## src/core/dhi_pkg.sv

```systemverilog
// constants and types shared by the display host port design
// Notes on behaviour
// - two static selects pick 6800, 8080, serial or I2C as host bus.
// - transfers are answered while chip select is low, ignored when high.
// - a low reset pin runs init; the host keeps it high in normal use.
// - with the data/command selector high a byte is display data.
// - with the data/command selector low a written byte is a command.
// - in I2C mode the data/command selector is the slave address lsb.
// - in 6800 mode direction high reads and low writes, set before strobe.
// - in 6800 mode a selected cycle starts when the enable rises.
// - in 8080 mode a selected write starts when the direction pin falls.
// - in 8080 mode a selected read starts when the enable pin falls.
package dhi_pkg;

    typedef enum logic [1:0] {
        DHI_MODE_6800,
        DHI_MODE_8080,
        DHI_MODE_SERIAL,
        DHI_MODE_I2C
    } dhi_mode_t;

    // select pair {bus_select_high, bus_select_low}
    localparam logic [1:0] SEL_6800 = 2'h2;
    localparam logic [1:0] SEL_8080 = 2'h3;
    localparam logic [1:0] SEL_SERIAL = 2'h0;
    localparam logic [1:0] SEL_I2C = 2'h1;

    localparam int CLK_FREQ_KHZ = 20000;
    localparam int INIT_TIME_NS = 1000;
    localparam int INIT_CYCLES =
        (INIT_TIME_NS * CLK_FREQ_KHZ + 999999) / 1000000;

    localparam logic [7:0] RST_CMD = 8'h00;
    localparam logic [7:0] RST_DATA = 8'h00;
    localparam logic [7:0] RST_BUS = 8'h00;

    function automatic dhi_mode_t dhi_decode_mode(input logic sel_low,
                                                 input logic sel_high);
        logic [1:0] pair;
        pair = {sel_high, sel_low};
        case (pair)
            SEL_6800: dhi_decode_mode = DHI_MODE_6800;
            SEL_8080: dhi_decode_mode = DHI_MODE_8080;
            SEL_I2C: dhi_decode_mode = DHI_MODE_I2C;
            default: dhi_decode_mode = DHI_MODE_SERIAL;
        endcase
    endfunction

    function automatic logic dhi_is_parallel(input dhi_mode_t mode);
        dhi_is_parallel = (mode == DHI_MODE_6800) || (mode == DHI_MODE_8080);
    endfunction

endpackage

```

## src/core/dhi_host_port.sv

```systemverilog
// display module host port: mode select, parallel transfers, init on reset
`timescale 1ns/100ps
`default_nettype none
module dhi_host_port
    import dhi_pkg::*;
#(
    parameter int INIT_LEN = INIT_CYCLES
)
(
    // clock and reset
    input wire logic sys_clk_i,
    input wire logic rstn_i,
    // interface selection straps
    input wire logic bus_select_low_i,
    input wire logic bus_select_high_i,
    // host control pins
    input wire logic cs_n_i,
    input wire logic reset_n_i,
    input wire logic dc_i,
    input wire logic rw_i,
    input wire logic en_i,
    // bidirectional data bus
    input wire logic [7:0] d_i,
    output logic [7:0] d_o,
    output logic d_oe_n_o,
    // core side: read data source
    input wire logic [7:0] rd_data_i,
    output logic rd_req_o,
    output logic rd_is_data_o,
    // core side: written bytes
    output logic [7:0] cmd_o,
    output logic cmd_valid_o,
    output logic [7:0] pix_o,
    output logic pix_valid_o,
    // status
    output dhi_mode_t mode_o,
    output logic slave_addr_lsb_o,
    output logic init_busy_o
);
    if (INIT_LEN < 1 || INIT_LEN > 65535)
    begin : g_bad_init_len
        $error("INIT_LEN out of range");
    end

    typedef enum logic [1:0] {
        ST_INIT,
        ST_IDLE,
        ST_WRITE,
        ST_READ
    } dhi_state_t;

    dhi_state_t state;
    dhi_state_t next_state;
    logic [15:0] init_cnt;
    logic [15:0] next_init_cnt;
    logic dc_hold;
    logic next_dc_hold;
    logic [7:0] next_d_o;
    logic next_d_oe_n;
    logic next_rd_req;
    logic next_rd_is_data;
    logic [7:0] next_cmd;
    logic next_cmd_valid;
    logic [7:0] next_pix;
    logic next_pix_valid;
    dhi_mode_t next_mode;
    logic next_sa_lsb;
    logic next_init_busy;

    logic stb_start;
    logic stb_end;
    logic stb_read;
    logic [7:0] stb_wdata;

    dhi_strobe u_strobe (
        .sys_clk_i(sys_clk_i),
        .rstn_i(rstn_i),
        .mode_i(mode_o),
        .cs_n_i(cs_n_i),
        .rw_i(rw_i),
        .en_i(en_i),
        .d_i(d_i),
        .start_o(stb_start),
        .end_o(stb_end),
        .is_read_o(stb_read),
        .wdata_o(stb_wdata)
    );

    always_comb
    begin
        next_state = state;
        next_init_cnt = init_cnt;
        next_dc_hold = dc_hold;
        next_d_o = d_o;
        next_d_oe_n = 1'b1;
        next_rd_req = 1'b0;
        next_rd_is_data = rd_is_data_o;
        next_cmd = cmd_o;
        next_cmd_valid = 1'b0;
        next_pix = pix_o;
        next_pix_valid = 1'b0;
        next_mode = dhi_decode_mode(bus_select_low_i,
                                    bus_select_high_i);
        next_sa_lsb = slave_addr_lsb_o;
        next_init_busy = 1'b0;

        if (next_mode == DHI_MODE_I2C)
            next_sa_lsb = dc_i;

        case (state)
            ST_INIT:
            begin
                next_init_busy = 1'b1;
                next_cmd = RST_CMD;
                next_pix = RST_DATA;
                if (init_cnt == 16'(INIT_LEN - 1))
                begin
                    next_state = ST_IDLE;
                    next_init_busy = 1'b0;
                end
                else
                    next_init_cnt = init_cnt + 16'h0001;
            end
            ST_IDLE:
            begin
                if (stb_start && !cs_n_i && dhi_is_parallel(mode_o))
                begin
                    next_dc_hold = dc_i;
                    if (stb_read)
                    begin
                        next_state = ST_READ;
                        next_rd_req = 1'b1;
                        next_rd_is_data = dc_i;
                    end
                    else
                        next_state = ST_WRITE;
                end
            end
            ST_WRITE:
            begin
                if (cs_n_i)
                    next_state = ST_IDLE;
                else if (stb_end)
                begin
                    next_state = ST_IDLE;
                    if (dc_hold)
                    begin
                        next_pix = stb_wdata;
                        next_pix_valid = 1'b1;
                    end
                    else
                    begin
                        next_cmd = stb_wdata;
                        next_cmd_valid = 1'b1;
                    end
                end
            end
            ST_READ:
            begin
                if (cs_n_i || stb_end)
                    next_state = ST_IDLE;
                else
                begin
                    next_d_o = rd_data_i;
                    next_d_oe_n = 1'b0;
                end
            end
            default:
                next_state = ST_IDLE;
        endcase

        if (!reset_n_i)
        begin
            next_state = ST_INIT;
            next_init_cnt = 16'h0000;
            next_init_busy = 1'b1;
            next_d_oe_n = 1'b1;
            next_cmd_valid = 1'b0;
            next_pix_valid = 1'b0;
            next_rd_req = 1'b0;
        end
    end

    always_ff @(posedge sys_clk_i or negedge rstn_i)
    begin
        if (!rstn_i)
        begin
            state <= ST_INIT;
            init_cnt <= 16'h0000;
            dc_hold <= 1'b0;
            d_o <= RST_BUS;
            d_oe_n_o <= 1'b1;
            rd_req_o <= 1'b0;
            rd_is_data_o <= 1'b0;
            cmd_o <= RST_CMD;
            cmd_valid_o <= 1'b0;
            pix_o <= RST_DATA;
            pix_valid_o <= 1'b0;
            mode_o <= DHI_MODE_SERIAL;
            slave_addr_lsb_o <= 1'b0;
            init_busy_o <= 1'b1;
        end
        else
        begin
            state <= next_state;
            init_cnt <= next_init_cnt;
            dc_hold <= next_dc_hold;
            d_o <= next_d_o;
            d_oe_n_o <= next_d_oe_n;
            rd_req_o <= next_rd_req;
            rd_is_data_o <= next_rd_is_data;
            cmd_o <= next_cmd;
            cmd_valid_o <= next_cmd_valid;
            pix_o <= next_pix;
            pix_valid_o <= next_pix_valid;
            mode_o <= next_mode;
            slave_addr_lsb_o <= next_sa_lsb;
            init_busy_o <= next_init_busy;
        end
    end

endmodule
`default_nettype wire

```

## src/core/dhi_strobe.sv

```systemverilog
// strobe decoder: turns the parallel control pins into start and end pulses
`timescale 1ns/100ps
`default_nettype none
module dhi_strobe
    import dhi_pkg::*;
(
    // clock and reset
    input wire logic sys_clk_i,
    input wire logic rstn_i,
    // pins and mode
    input wire dhi_mode_t mode_i,
    input wire logic cs_n_i,
    input wire logic rw_i,
    input wire logic en_i,
    input wire logic [7:0] d_i,
    // decoded events
    output logic start_o,
    output logic end_o,
    output logic is_read_o,
    output logic [7:0] wdata_o
);
    logic active;
    logic rd_active;
    logic prev_active;
    logic next_prev_active;
    logic next_start;
    logic next_end;
    logic next_is_read;
    logic [7:0] next_wdata;

    always_comb
    begin
        case (mode_i)
            DHI_MODE_6800:
            begin
                active = en_i;
                rd_active = rw_i;
            end
            DHI_MODE_8080:
            begin
                active = !rw_i || !en_i;
                rd_active = !en_i;
            end
            default:
            begin
                active = 1'b0;
                rd_active = 1'b0;
            end
        endcase
        next_prev_active = active;
        next_start = active && !prev_active && !cs_n_i;
        next_end = !active && prev_active;
        next_is_read = next_start ? rd_active : is_read_o;
        next_wdata = (active && !cs_n_i) ? d_i : wdata_o;
    end

    always_ff @(posedge sys_clk_i or negedge rstn_i)
    begin
        if (!rstn_i)
        begin
            prev_active <= 1'b0;
            start_o <= 1'b0;
            end_o <= 1'b0;
            is_read_o <= 1'b0;
            wdata_o <= RST_BUS;
        end
        else
        begin
            prev_active <= next_prev_active;
            start_o <= next_start;
            end_o <= next_end;
            is_read_o <= next_is_read;
            wdata_o <= next_wdata;
        end
    end

endmodule
`default_nettype wire

```

## config.mk

```make
export PLATFORM = sky130hd
export DESIGN_NAME = dhi_host_port
export DESIGN_NICKNAME = d
export VERILOG_FILES = /design/src/core/dhi_pkg.sv /design/src/core/dhi_host_port.sv /design/src/core/dhi_strobe.sv
export SDC_FILE = /design/constraint.sdc
export NUM_CORES = 1
export LEC_CHECK = 0
export BUFFER_PORTS_ARGS = -buffer_cell sky130_fd_sc_hd__buf_4
export CAP_MARGIN = 5
export CORE_UTILIZATION = 32
export CTS_CLUSTER_DIAMETER = 40
export DETAILED_ROUTE_END_ITERATION = 8
export GPL_ROUTABILITY_DRIVEN = 1
export GPL_TIMING_DRIVEN = 0
export PLACE_DENSITY = 0.58
export REMOVE_ABC_BUFFERS = 1
export SLEW_MARGIN = 20
export SYNTH_ARGS = -nofsm -noshare
export SYNTH_HDL_FRONTEND = slang
export SYNTH_SLANG_ARGS = --single-unit
```

## constraint.sdc

```tcl
create_clock -name sys_clk_i -period 4.5 [get_ports sys_clk_i]
set_clock_uncertainty 0.05 [all_clocks]
set_input_delay 0.675 -clock sys_clk_i [delete_from_list [all_inputs] [get_ports sys_clk_i]]
set_output_delay 0.675 -clock sys_clk_i [all_outputs]
set_load 0.01 [all_outputs]
```

==> results of run 1 <==
## state kept, by name, summed over array words and instances, names as in the netlist, 2 cells and up
signal            cells
mode_o                2
init_cnt             16
u_strobe.wdata_o      8
pix_o                 8
cmd_o                 8
d_o                   8
state                 2
## critical path, stage by stage
cell and delay (ps):
buf_4 140, and4bb_2 300, nor2b_1 720, o21ai_0 210
## cells in the mapped netlist, types with 2 or more instances
library cell / n / area [sq um]
buf_2: 3 / 15.0
nor4_1: 4 / 25.0
dfstp_2: 3 / 78.8
a22o_1: 8 / 70.1
dfrtp_1: 61 / 1530
mux2i_1: 4 / 40.0
a21boi_0: 2 / 15.0
xnor2_1: 8 / 70.1
nand3_1: 5 / 25.0
or4_1: 4 / 30.0
nand2b_1: 5 / 31.3
o31ai_1: 3 / 22.5
and4bb_2: 2 / 25.0
o21ai_0: 11 / 55.1
and3_1: 3 / 18.8
inv_1: 3 / 11.3
and2_1: 12 / 75.1
a21boi_1: 3 / 22.5
mux2_2: 18 / 203
and4_1: 2 / 17.5
nand2_1: 34 / 128
nand4_1: 4 / 25.0
clkbuf_1: 6 / 22.5
nor2b_1: 3 / 18.8
nor2_1: 6 / 22.5
nor3_1: 2 / 10.0
## path summary, 6_finish.rpt
check | start | depth (start not counted) | endpoint
worst min-delay path | rstn_i | 1 | init_cnt[4]
worst max-delay path | cs_n_i | 4 | cmd_o[4]
min in group sys_clk_i | u_strobe.prev_active | 1 | u_strobe.start_o
worst min register to register | u_strobe.prev_active | 1 | u_strobe.start_o
max in group asynchronous | rstn_i | 1 | init_cnt[2]
worst max register to register | state[0] | 3 | cmd_o[4]
## power by group
part / internal, mW / switching (mW)
logic: 0.0381 / 0.0312
clock network: 0.329 / 0.236
registers: 0.599 / 0.0218
total: 0.966 / 0.289
## metal layers
layer	wire length [microns]	part of all wire, %	vias up	track usage [%]
li1	-	-	939	-
met1	2690	49	915	19.1
met2	2540	46	37	20.2
met3	191	3.5	10	3.16
met4	106	1.9	0	7.31
met5	0	0	-	0
## cell type report
cell class              count  area, sq um  area share, %
clock buffers              10          138           3.97
repair buffers             57          428           12.3
multi-input cells         156         1060           30.7
inverters                   3         11.3          0.324
well taps                 105          131           3.79
flip-flops and latches     64         1610           46.3
clock inverters             6         92.6           2.67
## cell families (layout without fill, tap and decap cells)
group           Yosys count  count (layout)  share of synthesized area (%)
buf+inv                  13              76                           1.93
simple gates             92              92                           18.6
flops                    64              64                           59.0
xor+xnor                  8               8                           2.57
compound gates           33              33                           8.59
mux                      22              22                           8.92
fa+ha+maj                 1               1                          0.459
## stage by stage
step	hold slack, ps	util [%]	cell area, sq um
floorplan	329	-	2680
global placement	375	39.4	3240
detailed placement	382	39.4	3240
CTS	389	42.2	3470
global route	395	42.2	3470
finish	370	42.2	3470
==> impl_metrics.xml, run 1 <==
<?xml version="1.0" encoding="UTF-8"?>
<metrics>
  <group name="finish">
    <metric name="fillerInstances" unit="">808</metric>
    <metric name="area.growth.synth_to_final" unit="%">27.5</metric>
    <metric name="fin_cells" unit="">401</metric>
    <metric name="nets" unit="">317</metric>
    <metric name="antenna_cells" unit="">0</metric>
    <metric name="most_frequent_standard_cell_in_the_layout_excluding_fill_and_tap_cells" unit="">dfrtp_1</metric>
    <metric name="drive_gt1_share" unit="%">34.1</metric>
    <metric name="final_cell_mix" unit="">dfrtp_1 (61), buf_4 (57), nand2_1 (34)</metric>
  </group>
  <group name="floorplanning">
    <metric name="floorplan.die_area" unit="sq um">8880</metric>
    <metric name="floorplan.core_area" unit="sq um">8220</metric>
    <metric name="floorplan.die.height" unit="microns">94.2</metric>
    <metric name="placement_rows" unit="">33</metric>
    <metric name="die_x" unit="microns">94.2</metric>
    <metric name="initial_standard_cell_utilization_of_the_core" unit="%">33.1</metric>
    <metric name="io_pins" unit="">58</metric>
  </group>
  <group name="status">
    <metric name="run_status" unit="">finished, final reports clean</metric>
  </group>
  <group name="placed_design">
    <metric name="portBuffers" unit="">57</metric>
    <metric name="place_inst" unit="">385</metric>
    <metric name="gp_congestion" unit="">0.706</metric>
    <metric name="place_ws" unit="ps">2180</metric>
    <metric name="dp.final_hpwl" unit="mm">3.66</metric>
  </group>
  <group name="clocking">
    <metric name="clock_path_buffers" unit="">2</metric>
    <metric name="cts_tree" unit="">built</metric>
    <metric name="root_buffer" unit="">clkbuf_8</metric>
    <metric name="cts_num_sinks" unit="">64</metric>
    <metric name="cts_resized" unit="">0</metric>
    <metric name="post_cts_hold_buffer_count" unit="">0</metric>
    <metric name="insertion_delay" unit="ps">340</metric>
    <metric name="cts_post_setup_buffers_inserted" unit="">0</metric>
    <metric name="cts_made_buffers" unit="">9</metric>
    <metric name="cts.clk_slew.worst_paths" unit="ps">70</metric>
    <metric name="h-tree-depth" unit="">3</metric>
  </group>
  <group name="pwr">
    <metric name="power.total" unit="mW">1.25</metric>
    <metric name="pwr_density_cell" unit="nW/um^2">362</metric>
    <metric name="total_leakage_power" unit="nW">1.64</metric>
    <metric name="peakVddDrop" unit="mV">0.224</metric>
  </group>
  <group name="worst_setup_path">
    <metric name="class_of_the_most_critical_setup_path" unit="">in2reg</metric>
    <metric name="critical_path_required" unit="ps">4630</metric>
    <metric name="critPathLaunchType" unit="">input pin</metric>
    <metric name="crit_arrival" unit="ps">2050</metric>
    <metric name="worst-r2r-setup-slack" unit="ps">2580</metric>
    <metric name="critPathCaptureType" unit="">register</metric>
    <metric name="timing.critical_path.fanout_max" unit="">17</metric>
  </group>
  <group name="timing">
    <metric name="fin_crit_sh" unit="%">42.7</metric>
    <metric name="relative_slew_margins" unit="%">40.1</metric>
    <metric name="final_period_minus_worst_setup_slack" unit="ps">1920</metric>
    <metric name="final_max_slew_viol_count" unit="">0</metric>
    <metric name="timing.final.ws_setup" unit="ps">2580</metric>
    <metric name="setup_violations" unit="">0</metric>
    <metric name="setup-tns-final" unit="ps">0</metric>
    <metric name="rsz0062_at_grt" unit="">false</metric>
    <metric name="report.final.hold_viol_count" unit="">0</metric>
    <metric name="timing.fmax" unit="GHz">0.520</metric>
    <metric name="worstMarginPinSlew" unit="ps">897</metric>
  </group>
  <group name="synthesis">
    <metric name="register_area_share_after_synthesis" unit="%">59.0</metric>
    <metric name="ys_warn_count" unit="">0</metric>
    <metric name="synth_cells" unit="">233</metric>
    <metric name="synth.cell_area" unit="sq um">2720</metric>
    <metric name="avgSynthCellArea" unit="sq um">11.7</metric>
    <metric name="synth_top_flop_cell" unit="">dfrtp_1</metric>
    <metric name="synth.distinct_cells" unit="">40</metric>
    <metric name="ys_async_sr_fraction" unit="%">100</metric>
    <metric name="synth_enable_flop_cells" unit="">0</metric>
    <metric name="synth.ff_latch_count" unit="">64</metric>
  </group>
  <group name="grt">
    <metric name="track_usage" unit="%">13.9</metric>
    <metric name="grt_overflow_total" unit="">0</metric>
    <metric name="grt_pass1_wl" unit="mm">9.34</metric>
    <metric name="via_count_of_the_first_global_routing_pass" unit="">1935</metric>
    <metric name="largest_net_degree_at_the_start_of_global_routing" unit="">65</metric>
    <metric name="antenna_violations_before_repair" unit="">0</metric>
  </group>
  <group name="route">
    <metric name="post-route-drc-count" unit="">0</metric>
    <metric name="post_drt_via_cell_ratio" unit="">4.74</metric>
    <metric name="via_count" unit="">1901</metric>
    <metric name="wl" unit="mm">5.53</metric>
    <metric name="first_pass_iters" unit="">4</metric>
    <metric name="route.detailed.wl_per_inst" unit="microns">13.8</metric>
    <metric name="detailedRoute.firstIterationViolations" unit="">98</metric>
    <metric name="route.antenna.remaining_nets" unit="">0</metric>
  </group>
  <group name="hold_path">
    <metric name="hold_path_class" unit="">in2async</metric>
  </group>
  <group name="job">
    <metric name="maxCapViolations" unit="">0</metric>
  </group>
</metrics>
(Power assumes the default switching activity.)
==> run 2: changes to the inputs <==
Settings changed: PLACE_DENSITY 0.58 to 0.59.
Clock period 4.5 ns to 1.75 ns, I/O delays scaled along.
==> run 2 against run 1 <==
Combinational power grew to 2.7 times the previous value. Power rose to 2.6 times the previous value. Critical path depth is the same. Clock power grew to 2.7 times the previous value. Sequential share of layout area fell by 0.75 points. Sequential cell count is the same. Critical path type is now reg2reg.
==> impl_metrics.xml, run 2 (synthesis gave the netlist of run 1 again) <==
<?xml version="1.0" encoding="UTF-8"?>
<metrics>
  <group name="grt">
    <metric name="grt_pass1_wl" unit="mm">9.34</metric>
    <metric name="track_usage" unit="%">14.1</metric>
    <metric name="antenna_violations_before_repair" unit="">0</metric>
    <metric name="grt_overflow_total" unit="">0</metric>
    <metric name="via_count_of_the_first_global_routing_pass" unit="">1916</metric>
    <metric name="largest_net_degree_at_the_start_of_global_routing" unit="">65</metric>
  </group>
  <group name="route">
    <metric name="post_drt_via_cell_ratio" unit="">4.77</metric>
    <metric name="detailedRoute.firstIterationViolations" unit="">91</metric>
    <metric name="route.detailed.wl_per_inst" unit="microns">13.6</metric>
    <metric name="post-route-drc-count" unit="">0</metric>
    <metric name="route.antenna.remaining_nets" unit="">0</metric>
    <metric name="wl" unit="mm">5.51</metric>
    <metric name="first_pass_iters" unit="">4</metric>
    <metric name="via_count" unit="">1929</metric>
  </group>
  <group name="worst_setup_path">
    <metric name="class_of_the_most_critical_setup_path" unit="">reg2reg</metric>
    <metric name="critPathLaunchType" unit="">register</metric>
    <metric name="critPathCaptureType" unit="">register</metric>
    <metric name="crit_arrival" unit="ps">1820</metric>
    <metric name="timing.critical_path.fanout_max" unit="">9</metric>
    <metric name="critical_path_required" unit="ps">1920</metric>
  </group>
  <group name="pwr">
    <metric name="peakVddDrop" unit="mV">0.376</metric>
    <metric name="pwr_density_cell" unit="nW/um^2">930</metric>
    <metric name="total_leakage_power" unit="nW">1.67</metric>
    <metric name="power.total" unit="mW">3.29</metric>
  </group>
  <group name="timing">
    <metric name="report.final.hold_viol_count" unit="">0</metric>
    <metric name="setup_violations" unit="">0</metric>
    <metric name="final_max_slew_viol_count" unit="">0</metric>
    <metric name="timing.fmax" unit="GHz">0.607</metric>
    <metric name="final_period_minus_worst_setup_slack" unit="ps">1650</metric>
    <metric name="worstMarginPinSlew" unit="ps">808</metric>
    <metric name="rsz0062_at_grt" unit="">false</metric>
    <metric name="fin_crit_sh" unit="%">94.1</metric>
    <metric name="setup-tns-final" unit="ps">0</metric>
    <metric name="hold_ws" unit="ps">99.1</metric>
    <metric name="relative_slew_margins" unit="%">46.1</metric>
  </group>
  <group name="clocking">
    <metric name="cts_num_sinks" unit="">64</metric>
    <metric name="cts_made_buffers" unit="">9</metric>
    <metric name="root_buffer" unit="">clkbuf_8</metric>
    <metric name="insertion_delay" unit="ps">340</metric>
    <metric name="clock_path_buffers" unit="">2</metric>
    <metric name="cts_tree" unit="">built</metric>
    <metric name="h-tree-depth" unit="">3</metric>
    <metric name="cts.clk_slew.worst_paths" unit="ps">70</metric>
  </group>
  <group name="placed_design">
    <metric name="dp.final_hpwl" unit="mm">3.65</metric>
    <metric name="gp_congestion" unit="">0.735</metric>
    <metric name="portBuffers" unit="">57</metric>
    <metric name="place_inst" unit="">385</metric>
  </group>
  <group name="job">
    <metric name="maxCapViolations" unit="">0</metric>
  </group>
  <group name="finish">
    <metric name="top_register" unit="">init_cnt</metric>
    <metric name="area.growth.synth_to_final" unit="%">29.7</metric>
    <metric name="final_core_utilization" unit="%">43.0</metric>
    <metric name="number_of_flip_flops_under_the_largest_register_name" unit="">16</metric>
    <metric name="fillerInstances" unit="">764</metric>
    <metric name="final_cell_mix" unit="">dfrtp_1 (60), buf_4 (57), nand2_1 (33)</metric>
    <metric name="antenna_cells" unit="">0</metric>
    <metric name="multi_input_comb_area" unit="sq um">1090</metric>
    <metric name="fin_cells" unit="">404</metric>
    <metric name="nets" unit="">320</metric>
    <metric name="most_frequent_standard_cell_in_the_layout_excluding_fill_and_tap_cells" unit="">dfrtp_1</metric>
    <metric name="final-seq-area" unit="sq um">1610</metric>
    <metric name="drive_gt1_share" unit="%">35.5</metric>
  </group>
  <group name="floorplanning">
    <metric name="floorplan.die_area" unit="sq um">8880</metric>
    <metric name="initial_standard_cell_utilization_of_the_core" unit="%">33.1</metric>
    <metric name="placement_rows" unit="">33</metric>
    <metric name="io_pins" unit="">58</metric>
    <metric name="die_x" unit="microns">94.2</metric>
    <metric name="floorplan.core_area" unit="sq um">8220</metric>
    <metric name="floorplan.die.height" unit="microns">94.2</metric>
  </group>
  <group name="hold_path">
    <metric name="hold_path_class" unit="">in2reg</metric>
  </group>
  <group name="status">
    <metric name="run_status" unit="">finished, final reports clean</metric>
  </group>
</metrics>
## run 2: changes by cell type in the layout (fill, tap and decap cells not counted), sizes merged
cell         before  now
bufinv            2    3
clkinvlp          2    1
dlygate4sd3       0    3
## run 2: path summary, 6_finish.rpt
path                       depth (start not counted)                  from  slack (ps)             endpoint
min                                                2                d_i[4]         100  u_strobe.wdata_o[4]
max                                                4             mode_o[0]         100   u_strobe.is_read_o
min reg2reg                                        1  u_strobe.prev_active         380     u_strobe.start_o
max reg2reg                                        4             mode_o[0]         100   u_strobe.is_read_o
max in group asynchronous                          2                rstn_i         570          init_cnt[3]
min in group asynchronous                          2                rstn_i         510             cmd_o[0]
## run 2: power breakdown
| group | total [mW] | internal (mW) | switching, mW |
|---|---|---|---|
| Clock | 1.50 | 0.941 | 0.563 |
| Combinational | 0.184 | 0.103 | 0.0814 |
| Sequential | 1.60 | 1.54 | 0.0558 |
## run 2: final cells by class
cell class	instances	share of cell area [%]
well taps	105	3.72
clock inverters	6	3.05
flip-flops and latches	64	45.5
clock buffers	10	3.61
inverters	3	0.319
repair buffers	60	13.0
multi-input cells	156	30.8
## run 2: per-stage QoR
stage / instance area [sq um] / worst slack, ps
2_1_floorplan: 2680 / 136
3_3_place_gp: 3240 / -150
3_5_place_dp: 3240 / -199
4_1_cts: 3510 / 7.02
5_1_grt: 3530 / 1.47
6_report: 3530 / 104
## run 2: critical path, stage by stage, from the launching register on
cell	delay, ps
dfrtp_1	430
nand3_1	100
o211a_1	390
nor2b_1	220
mux2_2	340
## run 2: what timing repair did
item | in CTS | in global routing
gates resized for setup | 2 | 6
hold buffers | 3 | 0
setup endpoints to repair | 12 | 20
pin swaps | 0 | 0
setup buffers | 0 | 0
endpoints found under the hold margin | 24 | 0
## run 2: layer usage
layer | vias to the layer above | share of wire, % | global-route usage [%]
met3 | 11 | 2.5 | 3.40
met4 | 0 | 2.3 | 7.69
met1 | 940 | 48 | 18.4
li1 | 947 | - | -
met2 | 31 | 47 | 21.4
met5 | - | 0 | 0
